### config.mk
export PLATFORM = sky130hd
export DESIGN_NAME = dlcr_regs
export DESIGN_NICKNAME = d
export VERILOG_FILES = /design/src/logic/dlcr_pkg.sv /design/src/logic/dlcr_code_if.sv /design/src/logic/dlcr_regs.sv /design/src/logic/dlcr_vdecode.sv
export SDC_FILE = /design/constraint.sdc
export NUM_CORES = 1
export LEC_CHECK = 0
export ABC_AREA = 1
export BUFFER_PORTS_ARGS = -buffer_cell sky130_fd_sc_hd__buf_2
export CORE_ASPECT_RATIO = 1.2
export CORE_MARGIN = 2
export CORE_UTILIZATION = 40
export DETAILED_ROUTE_END_ITERATION = 7
export SLEW_MARGIN = 40
export SYNTH_ARGS = -nofsm -noshare
export SYNTH_HDL_FRONTEND = slang
export SYNTH_HIERARCHICAL = 1
export SYNTH_SLANG_ARGS = --single-unit
### constraint.sdc
create_clock -name clk -period 2.1 [get_ports clk]
set_input_delay 0.21 -clock clk [delete_from_list [all_inputs] [get_ports clk]]
set_output_delay 0.21 -clock clk [all_outputs]
set_load 0.05 [all_outputs]
### src/logic/dlcr_pkg.sv
package dlcr_pkg;
  // register map, byte addresses on the serial access port
  localparam logic [7:0] LDO_A_CONTROL_ADDR = 8'h40;
  localparam logic [7:0] LDO_B_CONTROL_ADDR = 8'h41;
  localparam logic [7:0] LDO_STATUS_ADDR    = 8'h43;
  // control register fields
  localparam int CODE_MSB    = 4;
  localparam int CODE_W      = 5;
  localparam int ENABLE_BIT  = 5;
  localparam int RO_CTRL_BIT = 6;
  localparam int DISCH_BIT   = 7;
  // status register fields
  localparam int POK_BIT     = 0;
  localparam int FMASK_BIT   = 1;
  // voltage code split: group in [4:3], step in [2:0]
  localparam int GROUP_LSB   = 3;
  localparam int STEP_W      = 3;
  // setpoint in units of 10 mV
  localparam int SETPT_W     = 9;
  localparam logic [7:0] RO_READ_VALUE = 8'h00;
  localparam logic [1:0] SYNC_RESET    = 2'h0;
  localparam logic       FMASK_RESET   = 1'b0;
endpackage

### src/logic/dlcr_code_if.sv
`timescale 1ns/10ps
`default_nettype none
// voltage code in, decoded setpoint out
interface dlcr_code_if;
  logic [4:0] code;
  logic [8:0] setpoint;
  modport decoder (input code, output setpoint);
  modport user    (output code, input setpoint);
endinterface
`default_nettype wire

### src/logic/dlcr_regs.sv
// Contract
// - ldo_a voltage code lives in bits 4:0 at 40h, read/write, and sets its setpoint.
// - ldo_b voltage code lives in bits 4:0 at 41h, read/write, and sets its setpoint.
// - the code splits into a two-bit group and a three-bit step, 0.90 V to 3.30 V.
// - bit 5 of each control register enables that regulator independently.
// - bit 7 enables discharge to ground while that regulator is shut down.
// - bit 6 of the control registers and bits 7:2 at 43h are read-only.
// - bit 0 at 43h reads 1 in regulation and clears when the monitor sees low output.
// - bit 1 at 43h is a read/write fault mask, 0 masked and 1 not masked.
// - per factory sequence a low push button also enables ldo_a or ldo_b.
`timescale 1ns/10ps
`default_nettype none
module dlcr_regs #(
  parameter logic [4:0] LDO_A_CODE_DEFAULT = 5'h00,
  parameter logic [4:0] LDO_B_CODE_DEFAULT = 5'h00,
  parameter logic       LDO_A_EN_DEFAULT   = 1'b0,
  parameter logic       LDO_B_EN_DEFAULT   = 1'b0,
  parameter logic       PB_ENABLES_A       = 1'b0,
  parameter logic       PB_ENABLES_B       = 1'b0
) (
  input  wire logic       clk,
  input  wire logic       nrst,
  // decoded serial register access, one cycle per byte
  input  wire logic       reg_wr,
  input  wire logic       reg_rd,
  input  wire logic [7:0] reg_addr,
  input  wire logic [7:0] reg_wdata,
  output logic      [7:0] reg_rdata,
  output logic            reg_rvalid,
  // analog side
  input  wire logic       ldo_a_below_pok,
  input  wire logic       push_button_in_n,
  output logic      [8:0] ldo_a_setpoint,
  output logic      [8:0] ldo_b_setpoint,
  output logic            ldo_a_on,
  output logic            ldo_b_on,
  output logic            ldo_a_discharge,
  output logic            ldo_b_discharge,
  output logic            ldo_a_fault
);
  logic [1:0] rst_sync;
  logic       rst_n;
  logic [4:0] ldo_a_voltage_code;
  logic [4:0] ldo_b_voltage_code;
  logic       ldo_a_enable_bit;
  logic       ldo_b_enable_bit;
  logic       ldo_a_discharge_enable;
  logic       ldo_b_discharge_enable;
  logic       ldo_a_fault_mask_n;
  logic       ldo_a_pok;
  logic       run_a;
  logic       run_b;
  logic       hit_a;
  logic       hit_b;
  logic       hit_s;
  logic [7:0] next_rdata;

  dlcr_code_if code_a ();
  dlcr_code_if code_b ();

  // reset release through two flops so removal is clean
  always_ff @(posedge clk or negedge nrst) begin
    if (!nrst) begin
      rst_sync <= dlcr_pkg::SYNC_RESET;
    end else begin
      rst_sync <= {rst_sync[0], 1'b1};
    end
  end
  assign rst_n = rst_sync[1];

  // address decode; host access only via this port
  assign hit_a = (reg_addr == dlcr_pkg::LDO_A_CONTROL_ADDR);
  assign hit_b = (reg_addr == dlcr_pkg::LDO_B_CONTROL_ADDR);
  assign hit_s = (reg_addr == dlcr_pkg::LDO_STATUS_ADDR);

  // ldo_a control fields; bit 6 has no storage
  always_ff @(posedge clk or negedge rst_n) begin
    if (!rst_n) begin
      ldo_a_voltage_code     <= LDO_A_CODE_DEFAULT;
      ldo_a_enable_bit       <= LDO_A_EN_DEFAULT;
      ldo_a_discharge_enable <= 1'b0;
    end else if (reg_wr && hit_a) begin
      ldo_a_voltage_code     <= reg_wdata[dlcr_pkg::CODE_MSB:0];
      ldo_a_enable_bit       <= reg_wdata[dlcr_pkg::ENABLE_BIT];
      ldo_a_discharge_enable <= reg_wdata[dlcr_pkg::DISCH_BIT];
    end
  end

  // ldo_b control fields
  always_ff @(posedge clk or negedge rst_n) begin
    if (!rst_n) begin
      ldo_b_voltage_code     <= LDO_B_CODE_DEFAULT;
      ldo_b_enable_bit       <= LDO_B_EN_DEFAULT;
      ldo_b_discharge_enable <= 1'b0;
    end else if (reg_wr && hit_b) begin
      ldo_b_voltage_code     <= reg_wdata[dlcr_pkg::CODE_MSB:0];
      ldo_b_enable_bit       <= reg_wdata[dlcr_pkg::ENABLE_BIT];
      ldo_b_discharge_enable <= reg_wdata[dlcr_pkg::DISCH_BIT];
    end
  end

  // fault mask is the only writable status bit; 7:2 and bit 0 ignore writes
  always_ff @(posedge clk or negedge rst_n) begin
    if (!rst_n) begin
      ldo_a_fault_mask_n <= dlcr_pkg::FMASK_RESET;
    end else if (reg_wr && hit_s) begin
      ldo_a_fault_mask_n <= reg_wdata[dlcr_pkg::FMASK_BIT];
    end
  end

  // power-ok follows the monitor one clock later; low output wins
  always_ff @(posedge clk or negedge rst_n) begin
    if (!rst_n) begin
      ldo_a_pok <= 1'b0;
    end else begin
      ldo_a_pok <= ldo_a_on & ~ldo_a_below_pok;
    end
  end

  // push button joins the register enable when the sequence allows it
  assign run_a = ldo_a_enable_bit | (PB_ENABLES_A & ~push_button_in_n);
  assign run_b = ldo_b_enable_bit | (PB_ENABLES_B & ~push_button_in_n);

  assign code_a.code = ldo_a_voltage_code;
  assign code_b.code = ldo_b_voltage_code;

  dlcr_vdecode u_dec_a (
    .bus (code_a)
  );
  dlcr_vdecode u_dec_b (
    .bus (code_b)
  );

  // analog controls registered so outputs are glitch-free
  always_ff @(posedge clk or negedge rst_n) begin
    if (!rst_n) begin
      ldo_a_setpoint  <= '0;
      ldo_b_setpoint  <= '0;
      ldo_a_on        <= 1'b0;
      ldo_b_on        <= 1'b0;
      ldo_a_discharge <= 1'b0;
      ldo_b_discharge <= 1'b0;
    end else begin
      ldo_a_setpoint  <= code_a.setpoint;
      ldo_b_setpoint  <= code_b.setpoint;
      ldo_a_on        <= run_a;
      ldo_b_on        <= run_b;
      ldo_a_discharge <= ldo_a_discharge_enable & ~run_a;
      ldo_b_discharge <= ldo_b_discharge_enable & ~run_b;
    end
  end

  // device fault only when unmasked; power-ok clears regardless
  always_ff @(posedge clk or negedge rst_n) begin
    if (!rst_n) begin
      ldo_a_fault <= 1'b0;
    end else begin
      ldo_a_fault <= ldo_a_fault_mask_n & ldo_a_on & ldo_a_below_pok;
    end
  end

  // read mux; read-only bits return zero
  always_comb begin
    next_rdata = dlcr_pkg::RO_READ_VALUE;
    if (hit_a) begin
      next_rdata[dlcr_pkg::CODE_MSB:0]  = ldo_a_voltage_code;
      next_rdata[dlcr_pkg::ENABLE_BIT]  = ldo_a_enable_bit;
      next_rdata[dlcr_pkg::DISCH_BIT]   = ldo_a_discharge_enable;
    end else if (hit_b) begin
      next_rdata[dlcr_pkg::CODE_MSB:0]  = ldo_b_voltage_code;
      next_rdata[dlcr_pkg::ENABLE_BIT]  = ldo_b_enable_bit;
      next_rdata[dlcr_pkg::DISCH_BIT]   = ldo_b_discharge_enable;
    end else if (hit_s) begin
      next_rdata[dlcr_pkg::POK_BIT]     = ldo_a_pok;
      next_rdata[dlcr_pkg::FMASK_BIT]   = ldo_a_fault_mask_n;
    end
  end

  // read data lands one cycle after the strobe
  always_ff @(posedge clk or negedge rst_n) begin
    if (!rst_n) begin
      reg_rdata  <= dlcr_pkg::RO_READ_VALUE;
      reg_rvalid <= 1'b0;
    end else begin
      reg_rvalid <= reg_rd;
      if (reg_rd) begin
        reg_rdata <= next_rdata;
      end
    end
  end
endmodule
`default_nettype wire

### src/logic/dlcr_vdecode.sv
`timescale 1ns/10ps
`default_nettype none
// table lookup: group picks a row of eight steps; result in 10 mV units
module dlcr_vdecode (
  dlcr_code_if.decoder bus
);
  logic [1:0] group;
  logic [2:0] step;
  assign group = bus.code[4:dlcr_pkg::GROUP_LSB];
  assign step  = bus.code[dlcr_pkg::STEP_W-1:0];

  // four groups of eight steps, 0.90 V up to 3.30 V
  always_comb begin
    case ({group, step})
      5'h00: bus.setpoint = 9'h05A;
      5'h01: bus.setpoint = 9'h064;
      5'h02: bus.setpoint = 9'h06E;
      5'h03: bus.setpoint = 9'h078;
      5'h04: bus.setpoint = 9'h07D;
      5'h05: bus.setpoint = 9'h082;
      5'h06: bus.setpoint = 9'h087;
      5'h07: bus.setpoint = 9'h08C;
      5'h08: bus.setpoint = 9'h091;
      5'h09: bus.setpoint = 9'h096;
      5'h0A: bus.setpoint = 9'h09B;
      5'h0B: bus.setpoint = 9'h0A0;
      5'h0C: bus.setpoint = 9'h0AA;
      5'h0D: bus.setpoint = 9'h0AF;
      5'h0E: bus.setpoint = 9'h0B4;
      5'h0F: bus.setpoint = 9'h0B9;
      5'h10: bus.setpoint = 9'h0BE;
      5'h11: bus.setpoint = 9'h0C8;
      5'h12: bus.setpoint = 9'h0D2;
      5'h13: bus.setpoint = 9'h0DC;
      5'h14: bus.setpoint = 9'h0F0;
      5'h15: bus.setpoint = 9'h0FA;
      5'h16: bus.setpoint = 9'h104;
      5'h17: bus.setpoint = 9'h10E;
      5'h18: bus.setpoint = 9'h113;
      5'h19: bus.setpoint = 9'h118;
      5'h1A: bus.setpoint = 9'h11D;
      5'h1B: bus.setpoint = 9'h122;
      5'h1C: bus.setpoint = 9'h12C;
      5'h1D: bus.setpoint = 9'h136;
      5'h1E: bus.setpoint = 9'h140;
      5'h1F: bus.setpoint = 9'h14A;
      default: bus.setpoint = 9'h05A;
    endcase
  end
endmodule
`default_nettype wire

# Word-level counts from Yosys, hierarchy flattened
# Memory sizes are Yosys's and may differ from the RTL's. A register that Yosys moved wholly into a read port is not among the register bits.
# Index checks and enable logic that the tools add are counted.
[word_totals]
input_bits = 22
n_memories = 2
word_cells = 40
mem_bits_ro = 576
register_bits = 31
output_inout_bits = 32
[classes]
n_bitwise = 8
n_mux = 6
n_eq_ne = 3
n_reduce_logical = 5
[memory_table]
columns = ["name", "depth", "width", "rd", "rd_ports_with_merged_regs", "write_ports", "line_no", "source"]
rows = [
  ["(no name shown)", 32, 9, 1, 1, 0, "dlcr_vdecode.sv:14", "case ({group, step})"],
  ["(no name shown)", 32, 9, 1, 1, 0, "dlcr_vdecode.sv:14", ""],
]
[op_table]
columns = ["operator", "count"]
rows = [
  ["8-bit by 7-bit == test with 1-bit output (second input constant)", 3],
  ["6-bit two-way mux", 1],
  ["1-bit bitwise AND", 5],
  ["2-bit two-way mux", 2],
  ["4-bit two-way mux", 1],
  ["1-bit logical AND", 3],
  ["1-bit inverter", 3],
  ["1-bit zero test", 2],
  ["1-bit two-way mux", 2],
]

# Depth between registers and ports, before layout
# Gate-level depths: netlist (run 1).
[depth]
ltp_word = 4
mapped_depth = 9
ltp_nobuf = 9

# Modules after synthesis
# The synthesis (run 1) kept the hierarchy.
[modules_own_cells]
columns = ["mod", "cells_each", "area_per_inst_um2", "seq_area_each_um2", "instances"]
rows = [
  ["dlcr_regs", 171, 1841.8, 1226.2, 1],
  ["dlcr_vdecode (u_dec_a)", 99, 569.3, 0.0, 1],
  ["dlcr_vdecode (u_dec_b)", 99, 564.3, 0.0, 1],
]

# Least setup slack after synthesis (run 1)
# No wires, ideal clock.
[synth_path]
path_type = "flip-flop to flip-flop"
from = "register ldo_b_voltage_code[0] (netlist: code_b.code[0])"
to = "register ldo_b_setpoint[2]"
period_less_slack_ns = 1.436
stages_incl_launch_ff = 9
n_path_buf = 0
required_time_ns = 1.983
t_arrival_ns = 1.318
slack_ns = 0.664
setup_time_ns = 0.117
path_cell_list = "dfrtp_1 inv_1 ha_1 nand2_1 nand2_1 nand2_1 nand2_1 inv_1 nand2_1"
[synth_rtl]
columns = ["item", "line_no", "source"]
rows = [
  ["start: declaration", "dlcr_regs.sv:44", "logic [4:0] ldo_b_voltage_code;"],
  ["start signal: assignment", "dlcr_regs.sv:96", "ldo_b_voltage_code <= reg_wdata[dlcr_pkg::CODE_MSB:0];"],
  ["end: declaration", "dlcr_regs.sv:34", "output logic [8:0] ldo_b_setpoint,"],
]

==> results of run 1 <==
-- flip-flops by register name, indices dropped and copies added (netlist names), 2 cells and up --
name	flops
ldo_a_setpoint	9
ldo_b_setpoint	9
reg_rdata	7
code_a.code	5
code_b.code	5
rst_sync	2
-- report_power, final --
part | switching [W] | internal, W
combinational | 0.000482 | 0.000177
clock | 0.000330 | 0.000388
sequential | 0.0000664 | 0.00103
-- per-stage QoR --
stage	area, um2	total power [W]
after CTS	3380	0.00250
after global placement	3250	0.00176
after detailed placement	3250	0.00177
after global routing	3380	0.00261
after floorplan	2980	0.00163
final	3380	0.00247
-- kinds of logic (layout without fill, tap and decap cells) --
family,after synthesis,after routing,synth area share [%]
AOI/OAI and AO/OA,32,32,6.69
adders and majority gates,20,20,8.41
and+or+nand+nor,212,212,33.9
buffers and inverters,54,104,9.50
DFF,49,49,41.2
other,2,2,0.252
-- layer usage --
metal | wire, um | vias to the layer above
li1 | - | 1247
met1 | 2690 | 1106
met2 | 2940 | 70
met3 | 339 | 6
met4 | 67 | 0
met5 | 0 | -
-- timing repair --
action,in CTS,in global routing
gates resized for setup,0,0
setup endpoints to repair,0,0
hold buffers,1,0
hold endpoints to repair,2,0
-- worst reg2reg max path, stage by stage (launching register included) --
cell and delay, ns:
dfrtp_1 0.51, inv_1 0.19, ha_1 0.41, nand2_1 0.15
nand2_2 0.11, nand2_1 0.05, nand3_1 0.10, nand2_1 0.06
-- placed cells by master (no fill, tap or decap) --
master,netlist,final
nand2_1,139,139
buf_2,0,50
dfrtp_1,49,48
inv_1,38,38
nand3_1,35,35
ha_1,20,20
o21ai_0,13,13
nor2_1,9,9
nand2_2,9,9
nor2_4,7,7
o21ai_2,7,7
a21oi_1,6,6
clkbuf_8,0,6
inv_4,5,5
nand2_4,5,5
o21a_1,3,3
nor2_2,2,2
nor2_8,2,2
conb_1,2,2
nand3b_1,2,2
nand3_2,2,2
o211ai_1,2,2
clkinv_1,1,1
o21ai_1,1,1
clkinvlp_4,0,1
bufinv_16,0,1
dlygate4sd3_1,0,1
buf_12,0,1
dfrtp_2,0,1
-- worst max-delay path by stage --
| stage | startpoint | to | slack (ns) | cells past startpoint |
|---|---|---|---|---|
| floorplan | rst_sync[1]$_DFF_PN0_ | code_a.code[0]$_DFFE_PN0P_ | 0.64 | 0 |
| global placement | code_b.code[0]$_DFFE_PN0P_ | ldo_b_setpoint[3]$_DFF_PN0_ | 0.50 | 7 |
| detailed placement | code_b.code[0]$_DFFE_PN0P_ | ldo_b_setpoint[3]$_DFF_PN0_ | 0.43 | 7 |
| CTS | code_b.code[0]$_DFFE_PN0P_ | ldo_b_setpoint[3]$_DFF_PN0_ | 0.41 | 7 |
| global route | code_b.code[0]$_DFFE_PN0P_ | ldo_b_setpoint[3]$_DFF_PN0_ | 0.24 | 7 |
| finish | code_b.code[0]$_DFFE_PN0P_ | ldo_b_setpoint[3]$_DFF_PN0_ | 0.41 | 7 |
-- cell type report --
cell class,count,area [um2]
clock inverter,2,37.5
sequential,49,1230
fill,740,3850
multi-input combinational,266,1470
tap,90,113
inverter,44,178
timing repair buffer,52,280
clock buffer,6,82.6
==> impl_metrics.json, run 1 <==
{
  "power.density_nw_per_um2": 730,
  "synth.distinct_cells": 25,
  "syn_avg_cell_area_um2": 8.06,
  "use_met1_pct": 21.0,
  "fin_hold_ws_ns": 0.0569,
  "fin_nets": 460,
  "vias": 2429,
  "grt_max_degree": 30,
  "rsz0062_at_grt": "no",
  "critPathBufInv": 1,
  "io_pins": 54,
  "crit_path_end_kind": "flip-flop",
  "max-vdd-ir-drop_mv": 0.289,
  "first_global_vias": 2290,
  "antenna_found_initial": 0,
  "crit_slowest_cell": "dfrtp_1",
  "clk_path_buf_depth": 2,
  "synth_top_area_share_pct": 41.2,
  "die_w_um": 82.7,
  "initial_utilization_pct": 41.1,
  "syn-num-nets": 411,
  "hpwl_mm": 4.51,
  "drive_gt1_share_pct": 23.6,
  "r2r_slack_ns": 0.41,
  "finalSetupViolCount": 0,
  "instances_no_fill": 509,
  "yosysMostFrequentCell": "nand2_1",
  "synth_seq_cells": 49,
  "hold-path-endpoint": "ldo_a_pok$_DFF_PN0_",
  "cts_made_buffers": 5,
  "insertion_delay_ns": 0.31,
  "netlist_instances": 369,
  "ctsRootBufferMaster": "clkbuf_8",
  "relSlewSlack_pct": 65.2,
  "grt_pass1_wl_mm": 10.3,
  "setup_tns_ns": 0,
  "worstHoldPathType": "input port to flip-flop",
  "synthArstFlopShare_pct": 100,
  "wire_per_inst_um": 11.9,
  "final_util_pct": 46.8,
  "diodes": 0,
  "overflow": 0,
  "yosys.area.top_type": "dfrtp_1",
  "start_kind": "flip-flop",
  "ff2ff_path_depth": 7,
  "grt_usage_pct": 16.2,
  "p_leak_nw": 1.86,
  "grt_util_met3_pct": 3.66,
  "synthTopCellsByArea": "dfrtp_1 41%, nand2_1 18%, ha_1 8.4%, nand3_1 5.9%, inv_1 4.8%",
  "finalWorstSetupSlack_ns": 0.414,
  "detail-route-antenna-nets": 0,
  "post_cts_buffers": 0,
  "dp_cells": 500,
  "rows": 34,
  "critical_path_required_ns": 2.29,
  "min_from": "ldo_a_below_pok",
  "core-area_um2": 7230,
  "totalWireLength_mm": 6.04,
  "hold_violations": 0,
  "use_met2_pct": 26.5,
  "yosys_most_used_dff": "dfrtp_1",
  "worstSetupPathType": "flip-flop to flip-flop",
  "via_per_inst": 4.77,
  "io_buffers": 50,
  "syn_to_final_growth_pct": 13.8,
  "drc": 0,
  "cts_tree": "done",
  "hold_depth": 2,
  "synth_edf_count": 0,
  "worstMarginPinSlew_ns": 0.522,
  "preCtsSetupSlack_ns": 0.431,
  "clk_pin_slew_ns": 0.09,
  "min_period_ns": 1.69,
  "gp_congestion": 0.843,
  "dr.first_iter.drc_count": 171,
  "crit_arrival_ns": 1.88,
  "path_max_fanout": 9,
  "finalMaxSlewViolations": 0,
  "max_clock_freq_ghz": 0.593,
  "regToRegEndpoint": "ldo_b_setpoint[3]$_DFF_PN0_",
  "ys_warn_count": 6,
  "reg2reg_from": "code_b.code[0]$_DFFE_PN0P_",
  "cpMostUsedCell": "nand2_1",
  "die_y_um": 98.5,
  "synth_seq_area_share_pct": 41.2,
  "drt-pass1-iter-count": 4,
  "grt-busiest-layer": "met2",
  "die_area_um2": 8150,
  "cp_top_family": "flip-flops",
  "worstPathCellList": "inv_1 > ha_1 > nand2_1 > nand2_2 > nand2_1 > nand3_1 > nand2_1",
  "synthTopCellsByCount": "139 x nand2_1, 49 x dfrtp_1, 38 x inv_1",
  "synth_area_um2": 2980,
  "fin_worst_skew_ns": 0.0110,
  "ctsHtreeMaxLevel": 2,
  "post-route-period-util_pct": 80.3,
  "max_stage_delay_ns": 0.51,
  "drv_cap": 0,
  "status": "finished clean",
  "cts.sinks": 49
}
Power figures use the tool's default switching activity.
==> run 2, diff against run 1 <==
==> constraint.sdc (replaced) <==
create_clock -name clk -period 1.6 [get_ports clk]
set_input_delay 0.16 -clock clk [delete_from_list [all_inputs] [get_ports clk]]
set_output_delay 0.16 -clock clk [all_outputs]
set_load 0.05 [all_outputs]
==> impl_metrics.json, run 2 (synthesized netlist as in run 1, its figures left out) <==
{
  "die_w_um": 82.7,
  "fin_hold_ws_ns": 0.0142,
  "critical_path_required_ns": 1.79,
  "drive_gt1_share_pct": 25.1,
  "core-area_um2": 7230,
  "multi_input_area_um2": 1470,
  "finalMaxSlewViolations": 0,
  "min_from": "ldo_a_below_pok",
  "seq_area_um2": 1230,
  "drc": 0,
  "post_cts_buffers": 0,
  "die_area_um2": 8150,
  "ctsHtreeMaxLevel": 2,
  "vias": 2394,
  "rsz0062_at_grt": "no",
  "initial_utilization_pct": 41.1,
  "grt_pass1_wl_mm": 10.5,
  "fin_nets": 468,
  "worstMarginPinSlew_ns": 0.514,
  "cts_hold_buffers": 1,
  "detail-route-antenna-nets": 0,
  "drv_cap": 0,
  "dr.first_iter.drc_count": 93,
  "cp_num_cells": 8,
  "cts_made_buffers": 5,
  "worstPathCellList": "inv_1 > ha_1 > nand2_1 > nand2_1 > nand2_1 > nand2_1 > inv_1 > nand2_1",
  "p_leak_nw": 1.90,
  "fin_worst_skew_ns": 0.0128,
  "setup_tns_ns": 0,
  "placed_cell_area_um2": 3310,
  "overflow": 0,
  "io_pins": 54,
  "cts_tree": "done",
  "hpwl_mm": 4.58,
  "reg2reg_from": "code_b.code[1]$_DFFE_PN0P_",
  "crit_slowest_cell": "dfrtp_1",
  "first_global_vias": 2386,
  "status": "finished clean",
  "via_per_inst": 4.63,
  "max_stage_delay_ns": 0.38,
  "nFillCells": 750,
  "hold_depth": 2,
  "cts-resized-gates": 0,
  "rows": 34,
  "totalWireLength_mm": 5.90,
  "clk_path_buf_depth": 2,
  "wire_per_inst_um": 11.4,
  "cts.sinks": 49,
  "final_cell_mix": "139 x nand2_1, 50 x buf_2, 48 x dfrtp_1",
  "ff2ff_path_depth": 8,
  "relSlewSlack_pct": 65.7,
  "diodes": 0,
  "worstHoldPathType": "input port to flip-flop",
  "crit_arrival_ns": 1.58,
  "ctsRootBufferMaster": "clkbuf_8",
  "crit_path_end_kind": "flip-flop",
  "io_buffers": 50,
  "r2r_slack_ns": 0.21,
  "clk_pin_slew_ns": 0.10,
  "drt-pass1-iter-count": 4,
  "post-route-period-util_pct": 86.8,
  "finalSetupViolCount": 0,
  "start_kind": "flip-flop",
  "grt_max_degree": 30,
  "layout_commonest_cell": "nand2_1",
  "cp_top_family": "flip-flops",
  "grt_usage_pct": 16.1,
  "die_y_um": 98.5,
  "syn_to_final_growth_pct": 15.8,
  "gp_congestion": 0.833,
  "antenna_found_initial": 0,
  "insertion_delay_ns": 0.30,
  "critPathBufInv": 2,
  "regToRegEndpoint": "ldo_b_setpoint[2]$_DFF_PN0_",
  "power.density_nw_per_um2": 941,
  "endpoint": "ldo_b_setpoint[2]$_DFF_PN0_",
  "stdcell_area_um2": 3440,
  "cpMostUsedCell": "nand2_1",
  "worstSetupPathType": "flip-flop to flip-flop",
  "path_max_fanout": 6,
  "min_period_ns": 1.39,
  "reg.largest.list": "ldo_a_setpoint x9, ldo_b_setpoint x9, reg_rdata x7",
  "power.total_w": 0.00324,
  "hold_violations": 0,
  "max-vdd-ir-drop_mv": 0.477,
  "max_clock_freq_ghz": 0.720,
  "crit_start": "code_b.code[1]$_DFFE_PN0P_"
}
run 2: cell types whose count changed in the layout (fill, tap and decap cells not counted), sizes merged:
cell	before	now
buf	51	59
run 2: area by class of cell:
| cell class | instances | area share (%) |
|---|---|---|
| Sequential cell | 49 | 35.6 |
| Timing Repair Buffer | 60 | 9.88 |
| Inverter | 44 | 5.16 |
| Tap cell | 90 | 3.27 |
| Clock buffer | 6 | 2.40 |
| Clock inverter | 2 | 1.09 |
| Multi-Input combinational cell | 266 | 42.6 |
run 2: power breakdown:
| part | switching, W | internal [W] | total, W | leakage, nW |
|---|---|---|---|---|
| Sequential | 0.0000666 | 0.00135 | 0.00141 | 0.591 |
| Clock | 0.000417 | 0.000509 | 0.000926 | 0.0574 |
| Combinational | 0.000650 | 0.000251 | 0.000900 | 1.25 |
| Total | 0.00113 | 0.00211 | 0.00324 | 1.90 |
run 2: stage by stage:
stage          std cells  worst slack, ns  utilization [%]
2_1_floorplan        369            0.135                -
3_3_place_gp         508            0.257             45.8
5_1_grt              517           0.0751             47.6
4_1_cts              517            0.211             47.6
3_5_place_dp         508            0.236             45.8
6_report             517            0.211             47.6
run 2: how the worst min path moves through the flow:
| stage | end | slack [ns] |
|---|---|---|
| floorplan | rst_sync[0]$_DFF_PN0_ | -0.14 |
| global route | ldo_a_pok$_DFF_PN0_ | 0.01 |
| finish | ldo_a_pok$_DFF_PN0_ | 0.01 |
| global placement | rst_sync[0]$_DFF_PN0_ | -0.05 |
| CTS | ldo_a_pok$_DFF_PN0_ | 0.008 |
| detailed placement | rst_sync[0]$_DFF_PN0_ | -0.05 |
run 2: routing by layer:
layer / routed length [um] / GRT usage [%] / vias up
li1: - / - / 1254
met1: 2710 / 21.2 / 1079
met2: 2830 / 26.4 / 50
met3: 255 / 2.84 / 11
met4: 99 / 5.42 / 0
met5: 0 / 0 / -
